### config.mk
export PLATFORM = sky130hd
export DESIGN_NAME = legacy_fp_control_status_regs
export DESIGN_NICKNAME = d
export VERILOG_FILES = /design/src/lfp_pkg.sv /design/src/legacy_fp_control_status_regs.sv
export SDC_FILE = /design/constraint.sdc
export NUM_CORES = 1
export LEC_CHECK = 0
export BUFFER_PORTS_ARGS = -buffer_cell sky130_fd_sc_hd__buf_2
export CAP_MARGIN = 30
export CORE_MARGIN = 8
export CORE_UTILIZATION = 47
export DETAILED_ROUTE_END_ITERATION = 10
export PLACE_DENSITY = 0.84
export SLEW_MARGIN = 20
export SYNTH_ARGS = -nofsm -noshare
export SYNTH_HDL_FRONTEND = slang
export SYNTH_SLANG_ARGS = --single-unit
### constraint.sdc
create_clock -name ref_clk -period 2.1 [get_ports ref_clk]
set_input_delay 0.105 -clock ref_clk [delete_from_list [all_inputs] [get_ports ref_clk]]
set_output_delay 0.105 -clock ref_clk [all_outputs]
set_load 0.05 [all_outputs]
### src/lfp_pkg.sv
// What this block does
// - control: stack control bits 12:0, vector control high
// - status: six flags, stack fault 6, summary 7
// - top pointer 13:11, condition codes 8,9,10,14
// - busy bit 15 mirrors error summary, no storage
// - empty tag i at bit 16+2i, odd zero
// - native reads empty only; legacy reads classified tags
// - vector flags at status bits 37:32
// - ignored fields drop writes, read zero
// - reserved fields fault on non-zero write, read zero
// - native unit status never touches these bits
// - legacy execution updates these bits directly
// - legacy and native views share identical bits
// - native summary read returns last stored value
// - summary set raises fault on next legacy instruction
// - both registers 64 bits, numbers 21 and 28
package lfp_pkg;
  // application register numbers
  localparam logic [6:0]  AR_NUM_CTL     = 7'h15;
  localparam logic [6:0]  AR_NUM_STS     = 7'h1C;
  // status field positions
  localparam int          POS_SF         = 6;
  localparam int          POS_ES         = 7;
  localparam int          POS_CC_LO      = 8;
  localparam int          POS_TOP        = 11;
  localparam int          POS_CC3        = 14;
  localparam int          POS_BUSY       = 15;
  localparam int          POS_TAG0       = 16;
  localparam int          POS_VFLAG      = 32;
  // control field positions
  localparam int          POS_VMASK      = 39;
  localparam int          POS_VROUND     = 45;
  localparam int          POS_FLUSH      = 47;
  // legacy vector word positions
  localparam int          VW_MASK        = 7;
  localparam int          VW_ROUND       = 13;
  localparam int          VW_FLUSH       = 15;
  // reserved bits of each register (ignored bits are not in these)
  localparam logic [63:0] CTL_RSV_MASK   = 64'hFFFF_0040_FFFF_E000;
  localparam logic [63:0] STS_RSV_MASK   = 64'hFFFF_0040_0000_0000;
  // reset values
  localparam logic [12:0] RST_FCW        = 13'h037F;
  localparam logic [5:0]  RST_VMASK      = 6'h3F;
  localparam logic [1:0]  RST_VROUND     = 2'h0;
  localparam logic        RST_FLUSH      = 1'b0;
  localparam logic [7:0]  RST_TAGS       = 8'hFF;
  // full tag word classes
  localparam logic [1:0]  TAG_VALID      = 2'h0;
  localparam logic [1:0]  TAG_ZERO       = 2'h1;
  localparam logic [1:0]  TAG_SPECIAL    = 2'h2;
  localparam logic [1:0]  TAG_EMPTY      = 2'h3;

  typedef enum logic [1:0] {LW_CTL, LW_STS, LW_TAG, LW_VEC} leg_word_type;

  // one legacy instruction retiring
  typedef struct packed {
    logic       valid;
    logic [5:0] fpu_flags;
    logic       stack_fault;
    logic       cc_we;
    logic [3:0] cc;
    logic       top_we;
    logic [2:0] top;
    logic       tag_we;
    logic [7:0] tag_empty;
    logic [5:0] vec_flags;
  } exec_update_type;

  // settings that steer the legacy datapath
  typedef struct packed {
    logic [12:0] stack_fpu_control_word;
    logic [5:0]  vmask;
    logic [1:0]  vround;
    logic        flush;
    logic [2:0]  top;
    logic [7:0]  tag_empty;
  } control_view_type;

  typedef struct packed {
    logic [12:0] stack_fpu_control_word;
    logic [5:0]  vmask;
    logic [1:0]  vround;
    logic        flush;
    logic [5:0]  flags;
    logic        stack_fault;
    logic        err_sum;
    logic [3:0]  cc;
    logic [2:0]  top;
    logic [7:0]  tag_empty;
    logic [5:0]  vflags;
    logic [63:0] ar_rdata;
    logic        ar_rvalid;
    logic        ar_fault;
    logic [31:0] leg_rdata;
    logic        leg_rvalid;
    logic        delayed_exc;
  } state_type;
endpackage

### src/legacy_fp_control_status_regs.sv
`timescale 1ns/1ns
module legacy_fp_control_status_regs
  import lfp_pkg::*;
(
  // clock and reset
  input  wire logic             ref_clk,
  input  wire logic             srst,
  // native application register access
  input  wire logic             ar_valid,
  input  wire logic             ar_wr,
  input  wire logic [6:0]       ar_num,
  input  wire logic [63:0]      ar_wdata,
  output logic      [63:0]      ar_rdata,
  output logic                  ar_rvalid,
  output logic                  ar_fault,
  // legacy word access
  input  wire logic             leg_valid,
  input  wire logic             leg_wr,
  input  wire leg_word_type     leg_sel,
  input  wire logic [31:0]      leg_wdata,
  output logic      [31:0]      leg_rdata,
  output logic                  leg_rvalid,
  // legacy datapath
  input  wire logic [15:0]      stack_class,
  input  wire exec_update_type  ex,
  input  wire logic             fp_issue,
  output control_view_type      fp_ctl,
  output logic                  delayed_exc
);

  state_type s_r;
  state_type s_nxt;
  logic      ar_hit;
  logic      ar_is_ctl;
  logic [63:0] ctl_now;
  logic [63:0] sts_now;

  // native image of the control register
  function automatic logic [63:0] ctl_view(input state_type s);
    logic [63:0] v;
    v = '0;
    v[12:0] = s.stack_fpu_control_word;
    v[POS_VMASK +: 6] = s.vmask;
    v[POS_VROUND +: 2] = s.vround;
    v[POS_FLUSH] = s.flush;
    return v;
  endfunction

  // native image of the status register; ignored and reserved bits read zero
  function automatic logic [63:0] sts_view(input state_type s);
    logic [63:0] v;
    v = '0;
    v[5:0] = s.flags;
    v[POS_SF] = s.stack_fault;
    v[POS_ES] = s.err_sum;
    v[POS_CC_LO +: 3] = s.cc[2:0];
    v[POS_TOP +: 3] = s.top;
    v[POS_CC3] = s.cc[3];
    v[POS_BUSY] = s.err_sum;
    for (int i = 0; i < 8; i++) begin
      v[POS_TAG0 + 2*i] = s.tag_empty[i];
    end
    v[POS_VFLAG +: 6] = s.vflags;
    return v;
  endfunction

  // legacy full tag word: classes come from the stack_class input
  function automatic logic [15:0] tag_full(input state_type s, input logic [15:0] cls);
    logic [15:0] v;
    v = '0;
    for (int i = 0; i < 8; i++) begin
      v[2*i +: 2] = s.tag_empty[i] ? TAG_EMPTY : cls[2*i +: 2];
    end
    return v;
  endfunction

  assign ar_is_ctl = (ar_num == AR_NUM_CTL);
  assign ar_hit    = ar_valid && (ar_is_ctl || ar_num == AR_NUM_STS);
  assign ctl_now   = ctl_view(s_r);
  assign sts_now   = sts_view(s_r);

  // next state: native access, then legacy word access, then retiring flags
  always_comb begin
    s_nxt = s_r;
    s_nxt.ar_rvalid = 1'b0;
    s_nxt.ar_fault = 1'b0;
    s_nxt.leg_rvalid = 1'b0;
    // a written summary bit is honoured regardless of the flags
    s_nxt.delayed_exc = fp_issue && s_r.err_sum;
    if (ar_hit) begin
      s_nxt.ar_rvalid = 1'b1;
      if (!ar_wr) begin
        s_nxt.ar_rdata = ar_is_ctl ? ctl_now : sts_now;
      end else if (ar_is_ctl) begin
        if ((ar_wdata & CTL_RSV_MASK) != '0) begin
          s_nxt.ar_fault = 1'b1;
        end else begin
          // bits 37:32 are ignored and simply dropped
          s_nxt.stack_fpu_control_word = ar_wdata[12:0];
          s_nxt.vmask = ar_wdata[POS_VMASK +: 6];
          s_nxt.vround = ar_wdata[POS_VROUND +: 2];
          s_nxt.flush = ar_wdata[POS_FLUSH];
        end
      end else begin
        if ((ar_wdata & STS_RSV_MASK) != '0) begin
          s_nxt.ar_fault = 1'b1;
        end else begin
          // busy bit, odd tag bits and 47:39 have no storage
          s_nxt.flags = ar_wdata[5:0];
          s_nxt.stack_fault = ar_wdata[POS_SF];
          s_nxt.err_sum = ar_wdata[POS_ES];
          s_nxt.cc = {ar_wdata[POS_CC3], ar_wdata[POS_CC_LO +: 3]};
          s_nxt.top = ar_wdata[POS_TOP +: 3];
          for (int i = 0; i < 8; i++) begin
            s_nxt.tag_empty[i] = ar_wdata[POS_TAG0 + 2*i];
          end
          s_nxt.vflags = ar_wdata[POS_VFLAG +: 6];
        end
      end
    end
    // legacy words alias the same storage, no shadow copy
    if (leg_valid) begin
      s_nxt.leg_rvalid = 1'b1;
      if (!leg_wr) begin
        unique case (leg_sel)
          LW_CTL: s_nxt.leg_rdata = {19'h0, s_r.stack_fpu_control_word};
          LW_STS: s_nxt.leg_rdata = {16'h0, sts_now[15:0]};
          LW_TAG: s_nxt.leg_rdata = {16'h0, tag_full(s_r, stack_class)};
          LW_VEC: s_nxt.leg_rdata = {16'h0, s_r.flush, s_r.vround, s_r.vmask,
                                     1'b0, s_r.vflags};
        endcase
      end else begin
        unique case (leg_sel)
          LW_CTL: s_nxt.stack_fpu_control_word = leg_wdata[12:0];
          LW_STS: begin
            s_nxt.flags = leg_wdata[5:0];
            s_nxt.stack_fault = leg_wdata[POS_SF];
            s_nxt.err_sum = leg_wdata[POS_ES];
            s_nxt.cc = {leg_wdata[POS_CC3], leg_wdata[POS_CC_LO +: 3]};
            s_nxt.top = leg_wdata[POS_TOP +: 3];
          end
          LW_TAG: begin
            // only emptiness is kept; classes are recomputed on read
            for (int i = 0; i < 8; i++) begin
              s_nxt.tag_empty[i] = (leg_wdata[2*i +: 2] == TAG_EMPTY);
            end
          end
          LW_VEC: begin
            s_nxt.vflags = leg_wdata[5:0];
            s_nxt.vmask = leg_wdata[VW_MASK +: 6];
            s_nxt.vround = leg_wdata[VW_ROUND +: 2];
            s_nxt.flush = leg_wdata[VW_FLUSH];
          end
        endcase
      end
    end
    // only legacy execution feeds these flags; sticky, so a set beats any write
    if (ex.valid) begin
      s_nxt.flags = s_nxt.flags | ex.fpu_flags;
      s_nxt.stack_fault = s_nxt.stack_fault | ex.stack_fault;
      s_nxt.vflags = s_nxt.vflags | ex.vec_flags;
      s_nxt.err_sum = s_nxt.err_sum | ex.stack_fault
                      | (|(s_nxt.flags & ~s_nxt.stack_fpu_control_word[5:0]));
      if (ex.cc_we) begin
        s_nxt.cc = ex.cc;
      end
      if (ex.top_we) begin
        s_nxt.top = ex.top;
      end
      if (ex.tag_we) begin
        s_nxt.tag_empty = ex.tag_empty;
      end
    end
  end

  // state register with a defined reset image
  always_ff @(posedge ref_clk) begin
    if (srst) begin
      s_r <= '0;
      s_r.stack_fpu_control_word <= RST_FCW;
      s_r.vmask <= RST_VMASK;
      s_r.vround <= RST_VROUND;
      s_r.flush <= RST_FLUSH;
      s_r.tag_empty <= RST_TAGS;
    end else begin
      s_r <= s_nxt;
    end
  end

  // outputs straight from the state
  assign ar_rdata    = s_r.ar_rdata;
  assign ar_rvalid   = s_r.ar_rvalid;
  assign ar_fault    = s_r.ar_fault;
  assign leg_rdata   = s_r.leg_rdata;
  assign leg_rvalid  = s_r.leg_rvalid;
  assign delayed_exc = s_r.delayed_exc;
  assign fp_ctl      = '{stack_fpu_control_word: s_r.stack_fpu_control_word, vmask: s_r.vmask, vround: s_r.vround,
                         flush: s_r.flush, top: s_r.top, tag_empty: s_r.tag_empty};
endmodule

==> impl_metrics.tcl, run 1 <==
set metrics [dict create \
    ant_nets 0 \
    via_count 6374 \
    coreArea_um2 13800 \
    die_w_um 134 \
    yosysTopAreaCellShare 0.334 \
    maxSlewHeadroom 0.518 \
    final_hold_viol_count 0 \
    grt_max_degree 94 \
    max_cap_viol_count 0 \
    crit_chain "buf_2 -> nor4_4 -> nand4_4 -> nor4_4 -> buf_4 -> buf_4 -> mux2i_1 -> a221oi_1 -> a31oi_1 -> nor2_1" \
    reg2reg_from "fp_ctl[0]" \
    skew_ps 8.96 \
    power_w 0.00506 \
    cts_tree "yes" \
    start_util 0.478 \
    max_stage_delay_ps 350 \
    route.detailed.drc 0 \
    die_area_um2 18100 \
    ys_types 53 \
    die_y_um 134 \
    fin_util 0.569 \
    whs_path_depth 3 \
    required_ps 2340 \
    cp_num_buf_inv 3 \
    worst-path-max-fanout 9 \
    wl_mm 23.1 \
    cp.arrival_ps 2170 \
    critPathCaptureType "flop" \
    outcome "finished clean" \
    synth_area_leaders "dfxtp_1 33%, buf_4 15%, mux2i_1 6.8%" \
    drive_gt1_frac 0.345 \
    dp_hpwl_mm 17.6 \
    ys_top_cells_by_count "130 x buf_4, 110 x dfxtp_1, 103 x nand2_1" \
    clock_latency_ps 360 \
    numCtsBuffers 9 \
    cts.clk_slew.worst_paths_ps 70 \
    gp_congestion 0.916 \
    slowest_stage "nor4_4" \
    portBuffers 235 \
    worst_pin_slew_ps 723 \
    firstDrtPassIters 5 \
    worst-r2r-setup-slack_ps 620 \
    synth_top_area_cell "dfxtp_1" \
    synth_area_per_cell_um2 8.34 \
    pwr_density_cell_nw_per_um2 646 \
    syn_inst 790 \
    cts.sinks 110 \
    antenna_found_initial 7 \
    yosysMostFrequentCell "buf_4" \
    finalCritPeriodShare 0.919 \
    async_flop_share 0 \
    yosys_most_used_dff "dfxtp_1" \
    grt_first_pass_wirelength_mm 35.1 \
    grt_pass1_vias 6364 \
    yosysSeqAreaShare 0.334 \
    fmax_mhz 518 \
    hold_end "s_r[120]" \
    synth_seq_cells 110 \
    cts_root_buf "clkbuf_16" \
    syn_area_um2 6590 \
    yosysWarningCount 0 \
    clockBufferDepth 2 \
    nets 1114 \
    ctsHtreeMaxLevel 3 \
    vdd_ir_drop_max_uv 658 \
    grt_use_total 0.247 \
    start_kind "input pin" \
    crit_family "simple AND/OR/NAND/NOR gates" \
    grt_setup_unrepaired "no" \
    rows 43 \
    synth_edf_count 0 \
    reg2reg_depth 4 \
    vias_per_cell 5.57 \
    gr-total-overflow 0 \
    min_period_ps 1930 \
    num_io_pins 293 \
    first_iter_violations 582 \
    hp-start "ex[22]" \
    syn2layout_area_growth_pct 18.9 \
    wire_per_inst_um 20.1 \
    slew_violations 0 \
    hold_class "input pin to flop" \
    critPathKind "input pin to flop" \
    p_leak_nw 3.23 \
    final-setup-viol-count 0 \
    r2r-end "leg_rdata[0]" \
]
[flip-flops by register name, indices dropped and copies added (netlist names)]
name and flops:
s_r 18, delayed_exc 1, ar_fault 1, fp_ctl 33, ar_rdata 39, ar_rvalid 1, leg_rvalid 1, leg_rdata 16
[where the power goes]
part	leakage (nW)	switching, W	total [W]	internal, W
clock	0.148	0.000835	0.00177	0.000936
sequential	0.897	0.0000875	0.00225	0.00216
combinational	2.18	0.000692	0.00104	0.000346
[metrics by stage]
step / hold slack, ps / setup TNS [ps] / cells / cell area (um2) / setup WS (ps)
final: 8.12 / 0 / 1145 / 7830 / 169
after CTS: 0.523 / 0 / 1139 / 7790 / 122
after global placement: 342 / -3260 / 1104 / 7310 / -212
after floorplan: 233 / 0 / 830 / 6740 / 132
after global routing: 11.4 / 0 / 1145 / 7830 / 8.58
after detailed placement: 342 / -5850 / 1104 / 7310 / -263
[timing repair]
action / 4_1_cts / 5_1_grt
endpoints found under the hold margin: 19 / 0
hold buffers: 19 / 0
gates resized for setup: 0 / 4
setup endpoints to repair: 0 / 6
buffers inserted: 0 / 0
[per-layer routing]
metal	GRT usage	part of all wire	routed length, um	up-vias
met5	0	0.00043	10	-
met4	0.0979	0.030	694	2
met3	0.0718	0.096	2210	53
met2	0.396	0.47	10900	401
met1	0.304	0.40	9250	2955
li1	-	-	-	2963
[how the worst max path moves through the flow]
stage / start / end / slack (ps) / cells after the start
2_1_floorplan: ar_wdata[38] / s_r[121] / 130 / 8
3_3_place_gp: ar_wdata[13] / s_r[121] / -210 / 10
3_5_place_dp: ar_wdata[38] / s_r[117] / -260 / 10
4_1_cts: ar_wdata[38] / s_r[117] / 120 / 10
5_1_grt: ar_wdata[38] / s_r[118] / 9 / 10
6_report: ar_wdata[38] / s_r[117] / 170 / 10
[placed cells by master, fill, tap and decap left out, drive strengths merged, types with 3 or more instances in the layout]
cell type	synthesis	routed
nor2b	3	3
nor2	79	79
a211oi	8	8
mux2i	45	45
a221oi	20	20
o211ai	8	8
nand4	7	7
nand2b	4	4
a21oi	64	64
or2	13	13
clkbuf	45	10
nand2	103	103
dlygate4sd3	0	19
nor3	6	6
a31oi	11	11
o31ai	3	3
nand3	28	28
buf	138	277
o221ai	3	3
inv	4	7
or4b	3	3
nor4	9	9
a311o	8	8
conb	1	41
o21ai	20	20
or3	3	3
diode	0	6
mux4	11	11
mux2	5	5
dfxtp	110	110
a311oi	13	13
[layout make-up]
cell class,count,area (um2)
clock buffers,10,229
flip-flops and latches,110,2200
well taps,180,225
diodes,6,15.0
multi-input cells,533,3340
fillers,1315,5940
clock inverters,6,66.3
repair buffers,296,1740
inverters,4,15.0
[worst min-delay path, delay by kind of cell]
family	cells	cell delay [ps]
buf+inv	1	80
simple gates	1	80
compound gates	1	70
[cell families (layout without fill, tap and decap cells)]
family,Yosys count,after routing,share of synthesized area
muxes,61,61,0.114
other,1,47,0.000569
buffers and inverters,187,316,0.187
xor gates and xnor gates,1,1,0.00247
DFF,110,110,0.334
AOI/OAI and AO/OA,162,162,0.161
and+or+nand+nor,268,268,0.201
No activity file was read; power rests on OpenSTA's default activity.
==> inputs of run 2 (changes only) <==
--- a/config.mk
+++ b/config.mk
@@ -5,6 +5,7 @@
 export SDC_FILE = /design/constraint.sdc
 export NUM_CORES = 1
 export LEC_CHECK = 0
+export ABC_AREA = 1
 export BUFFER_PORTS_ARGS = -buffer_cell sky130_fd_sc_hd__buf_2
 export CAP_MARGIN = 30
 export CORE_MARGIN = 8
==> run 2 against run 1 <==
Sequential power barely moved. Routed wire length up 5.0%. Cell area is 2.7% lower. Die area rose by 0.35%. Synthesized area grew 0.40%. Via count grew 5.6%. Setup slack better by 80 ps. Critical path depth increased by 2. Largest power group unchanged. Sequential share of layout area is 0.78 points higher. First-iteration DRC count grew 20%. Core utilization shrank 1.7 points. Cell count increased by 11%.
==> impl_metrics.tcl, run 2 <==
set metrics [dict create \
    pwr_density_cell_nw_per_um2 679 \
    dp_cells 1243 \
    synth_area_per_cell_um2 7.00 \
    synth_compound_area_frac 0.187 \
    worst-path-max-fanout 13 \
    nets 1250 \
    cts.sinks 110 \
    rows 43 \
    async_flop_share 0 \
    cts_root_buf "clkbuf_16" \
    route.detailed.drc 0 \
    reg2reg_from "fp_ctl[24]" \
    skew_ps 10.0 \
    outcome "finished clean" \
    whs_ps 13.0 \
    startpoint "leg_valid" \
    worst-r2r-setup-slack_ps 810 \
    die_y_um 135 \
    fin_cells 1275 \
    cts.clk_slew.worst_paths_ps 80 \
    required_ps 2310 \
    syn_inst 945 \
    maxSlewHeadroom 0.512 \
    reg2reg_depth 9 \
    vdd_ir_drop_max_uv 377 \
    use_met1 0.329 \
    met2_usage 0.417 \
    grt_use_total 0.261 \
    hold_class "input pin to flop" \
    fin_util 0.551 \
    r2r-end "s_r[121]" \
    tns_ps 0 \
    yosysSeqAreaShare 0.333 \
    busiest_layer "met2" \
    syn_area_um2 6620 \
    drive_gt1_frac 0.274 \
    max_cap_viol_count 0 \
    gp_congestion 0.936 \
    start_util 0.479 \
    dp_hpwl_mm 18.8 \
    critPathCaptureType "flop" \
    finalCritPeriodShare 0.881 \
    synth_seq_cells 110 \
    coreArea_um2 13800 \
    grt_pass1_vias 6691 \
    synth_edf_count 0 \
    synthXorXnorAreaFrac 0 \
    clockBufferDepth 2 \
    gr-total-overflow 0 \
    grtUsageMet3 0.0684 \
    grt_first_pass_wirelength_mm 36.9 \
    synth_top_family_by_area "simple AND/OR/NAND/NOR gates" \
    cts_setup_buffers 0 \
    die_w_um 135 \
    vias_per_cell 5.28 \
    synth-adder-area-share 0 \
    cts_tree "yes" \
    critPathKind "input pin to flop" \
    wire_per_inst_um 19.0 \
    antenna_found_initial 0 \
    slew_violations 0 \
    ctsHtreeMaxLevel 3 \
    synth_mux_area_frac 0.0151 \
    final_hold_viol_count 0 \
    synth_area_leaders "dfxtp_1 33%, buf_4 15%, nand2_1 11%" \
    portBuffers 235 \
    final_cell_mix "235 x buf_2, 201 x nand2_1, 110 x dfxtp_1" \
    synthSimpleGateAreaFrac 0.241 \
    setup_ws_ps 250 \
    yosysWarningCount 0 \
    first_iter_violations 698 \
    grt_setup_unrepaired "no" \
    num_io_pins 293 \
    pre_cts_ws_ps 177 \
    wl_mm 24.2 \
    final-setup-viol-count 0 \
    whs_path_depth 3 \
    diodes 0 \
    firstDrtPassIters 5 \
    clock_latency_ps 360 \
    min_period_ps 1850 \
    worst_pin_slew_ps 732 \
    die_area_um2 18100 \
    p_leak_nw 3.77 \
    hp-start "leg_wdata[8]" \
    syn2layout_area_growth_pct 15.2 \
    synth_top_area_cell "dfxtp_1" \
    ant_nets 0 \
    ys_top_cells_by_count "201 x nand2_1, 131 x buf_4, 110 x dfxtp_1" \
    start_kind "input pin" \
    ys_types 41 \
    yosysMostFrequentCell "nand2_1" \
    fmax_mhz 540 \
    grt_max_degree 63 \
    cp.arrival_ps 2060 \
    largest_reg_flops 39 \
    hold_end "fp_ctl[28]" \
    numCtsBuffers 9 \
    yosysTopAreaCellShare 0.333 \
    via_count 6728 \
    layout_commonest_cell "buf_2" \
    yosys_most_used_dff "dfxtp_1" \
]
-- run 2: changes by cell type after synthesis, moves of 20 or more --
cell and delta:
o21ai_0 +50, inv_1 +65, mux2i_1 -35, nand2_1 +98, a21oi_1 +24, a221oi_1 -20, nor2_1 -28, nand3_1 +33
-- run 2: worst max path at each step --
stage	endpoint	slack (ps)	cells past startpoint
floorplan	fp_ctl[26]	590	11
global placement	s_r[121]	210	15
detailed placement	fp_ctl[30]	180	12
CTS	s_r[121]	220	14
global route	s_r[121]	20	12
finish	s_r[121]	250	12
-- run 2: metrics by stage --
step	power [W]	instance area [um2]
6_report	0.00518	7620
5_1_grt	0.00535	7620
3_3_place_gp	0.00326	7130
4_1_cts	0.00518	7620
2_1_floorplan	0.00303	6770
3_5_place_dp	0.00327	7130
-- run 2: area by class of cell --
cell class	instances	area, um2
Clock inverter	7	104
Multi-Input combinational cell	624	3090
Sequential cell	110	2200
Inverter	74	280
Timing Repair Buffer	271	1500
Fill cell	1351	6200
Tap cell	180	225
Clock buffer	9	225
-- run 2: power by group --
part           switching [W]  total (W)  internal (W)
sequential          0.000104    0.00226       0.00216
clock               0.000854    0.00192       0.00106
combinational       0.000706   0.000997      0.000291
-- run 2: worst max-delay path, stage by stage --
cell and delay (ps):
dlygate4sd3_1 530, buf_2 130, nand2_1 190, nor2_2 80, inv_1 390, nand3_1 170, nand3_1 110, nand2_1 50
nor2_1 120, nand2_1 70, nand2_1 60, a21oi_1 60
-- run 2: kinds of logic after synthesis --
family | after synthesis
AO/OA/AOI/OAI | 215
other | 1
flip-flops | 110
AND/OR/NAND/NOR | 358
multiplexers | 10
buffers and inverters | 251
-- run 2: layer usage --
| layer | vias up | wire length (um) |
|---|---|---|
| met5 | - | 0 |
| met4 | 0 | 559 |
| met3 | 41 | 2620 |
| met2 | 378 | 11000 |
| met1 | 3046 | 9990 |
| li1 | 3263 | - |
-- run 2: timing repair --
action                                  CTS  global route
resized for setup                         0             3
endpoints found under the hold margin    16             0
hold buffers                             16             0
endpoints found under the setup margin    0             1
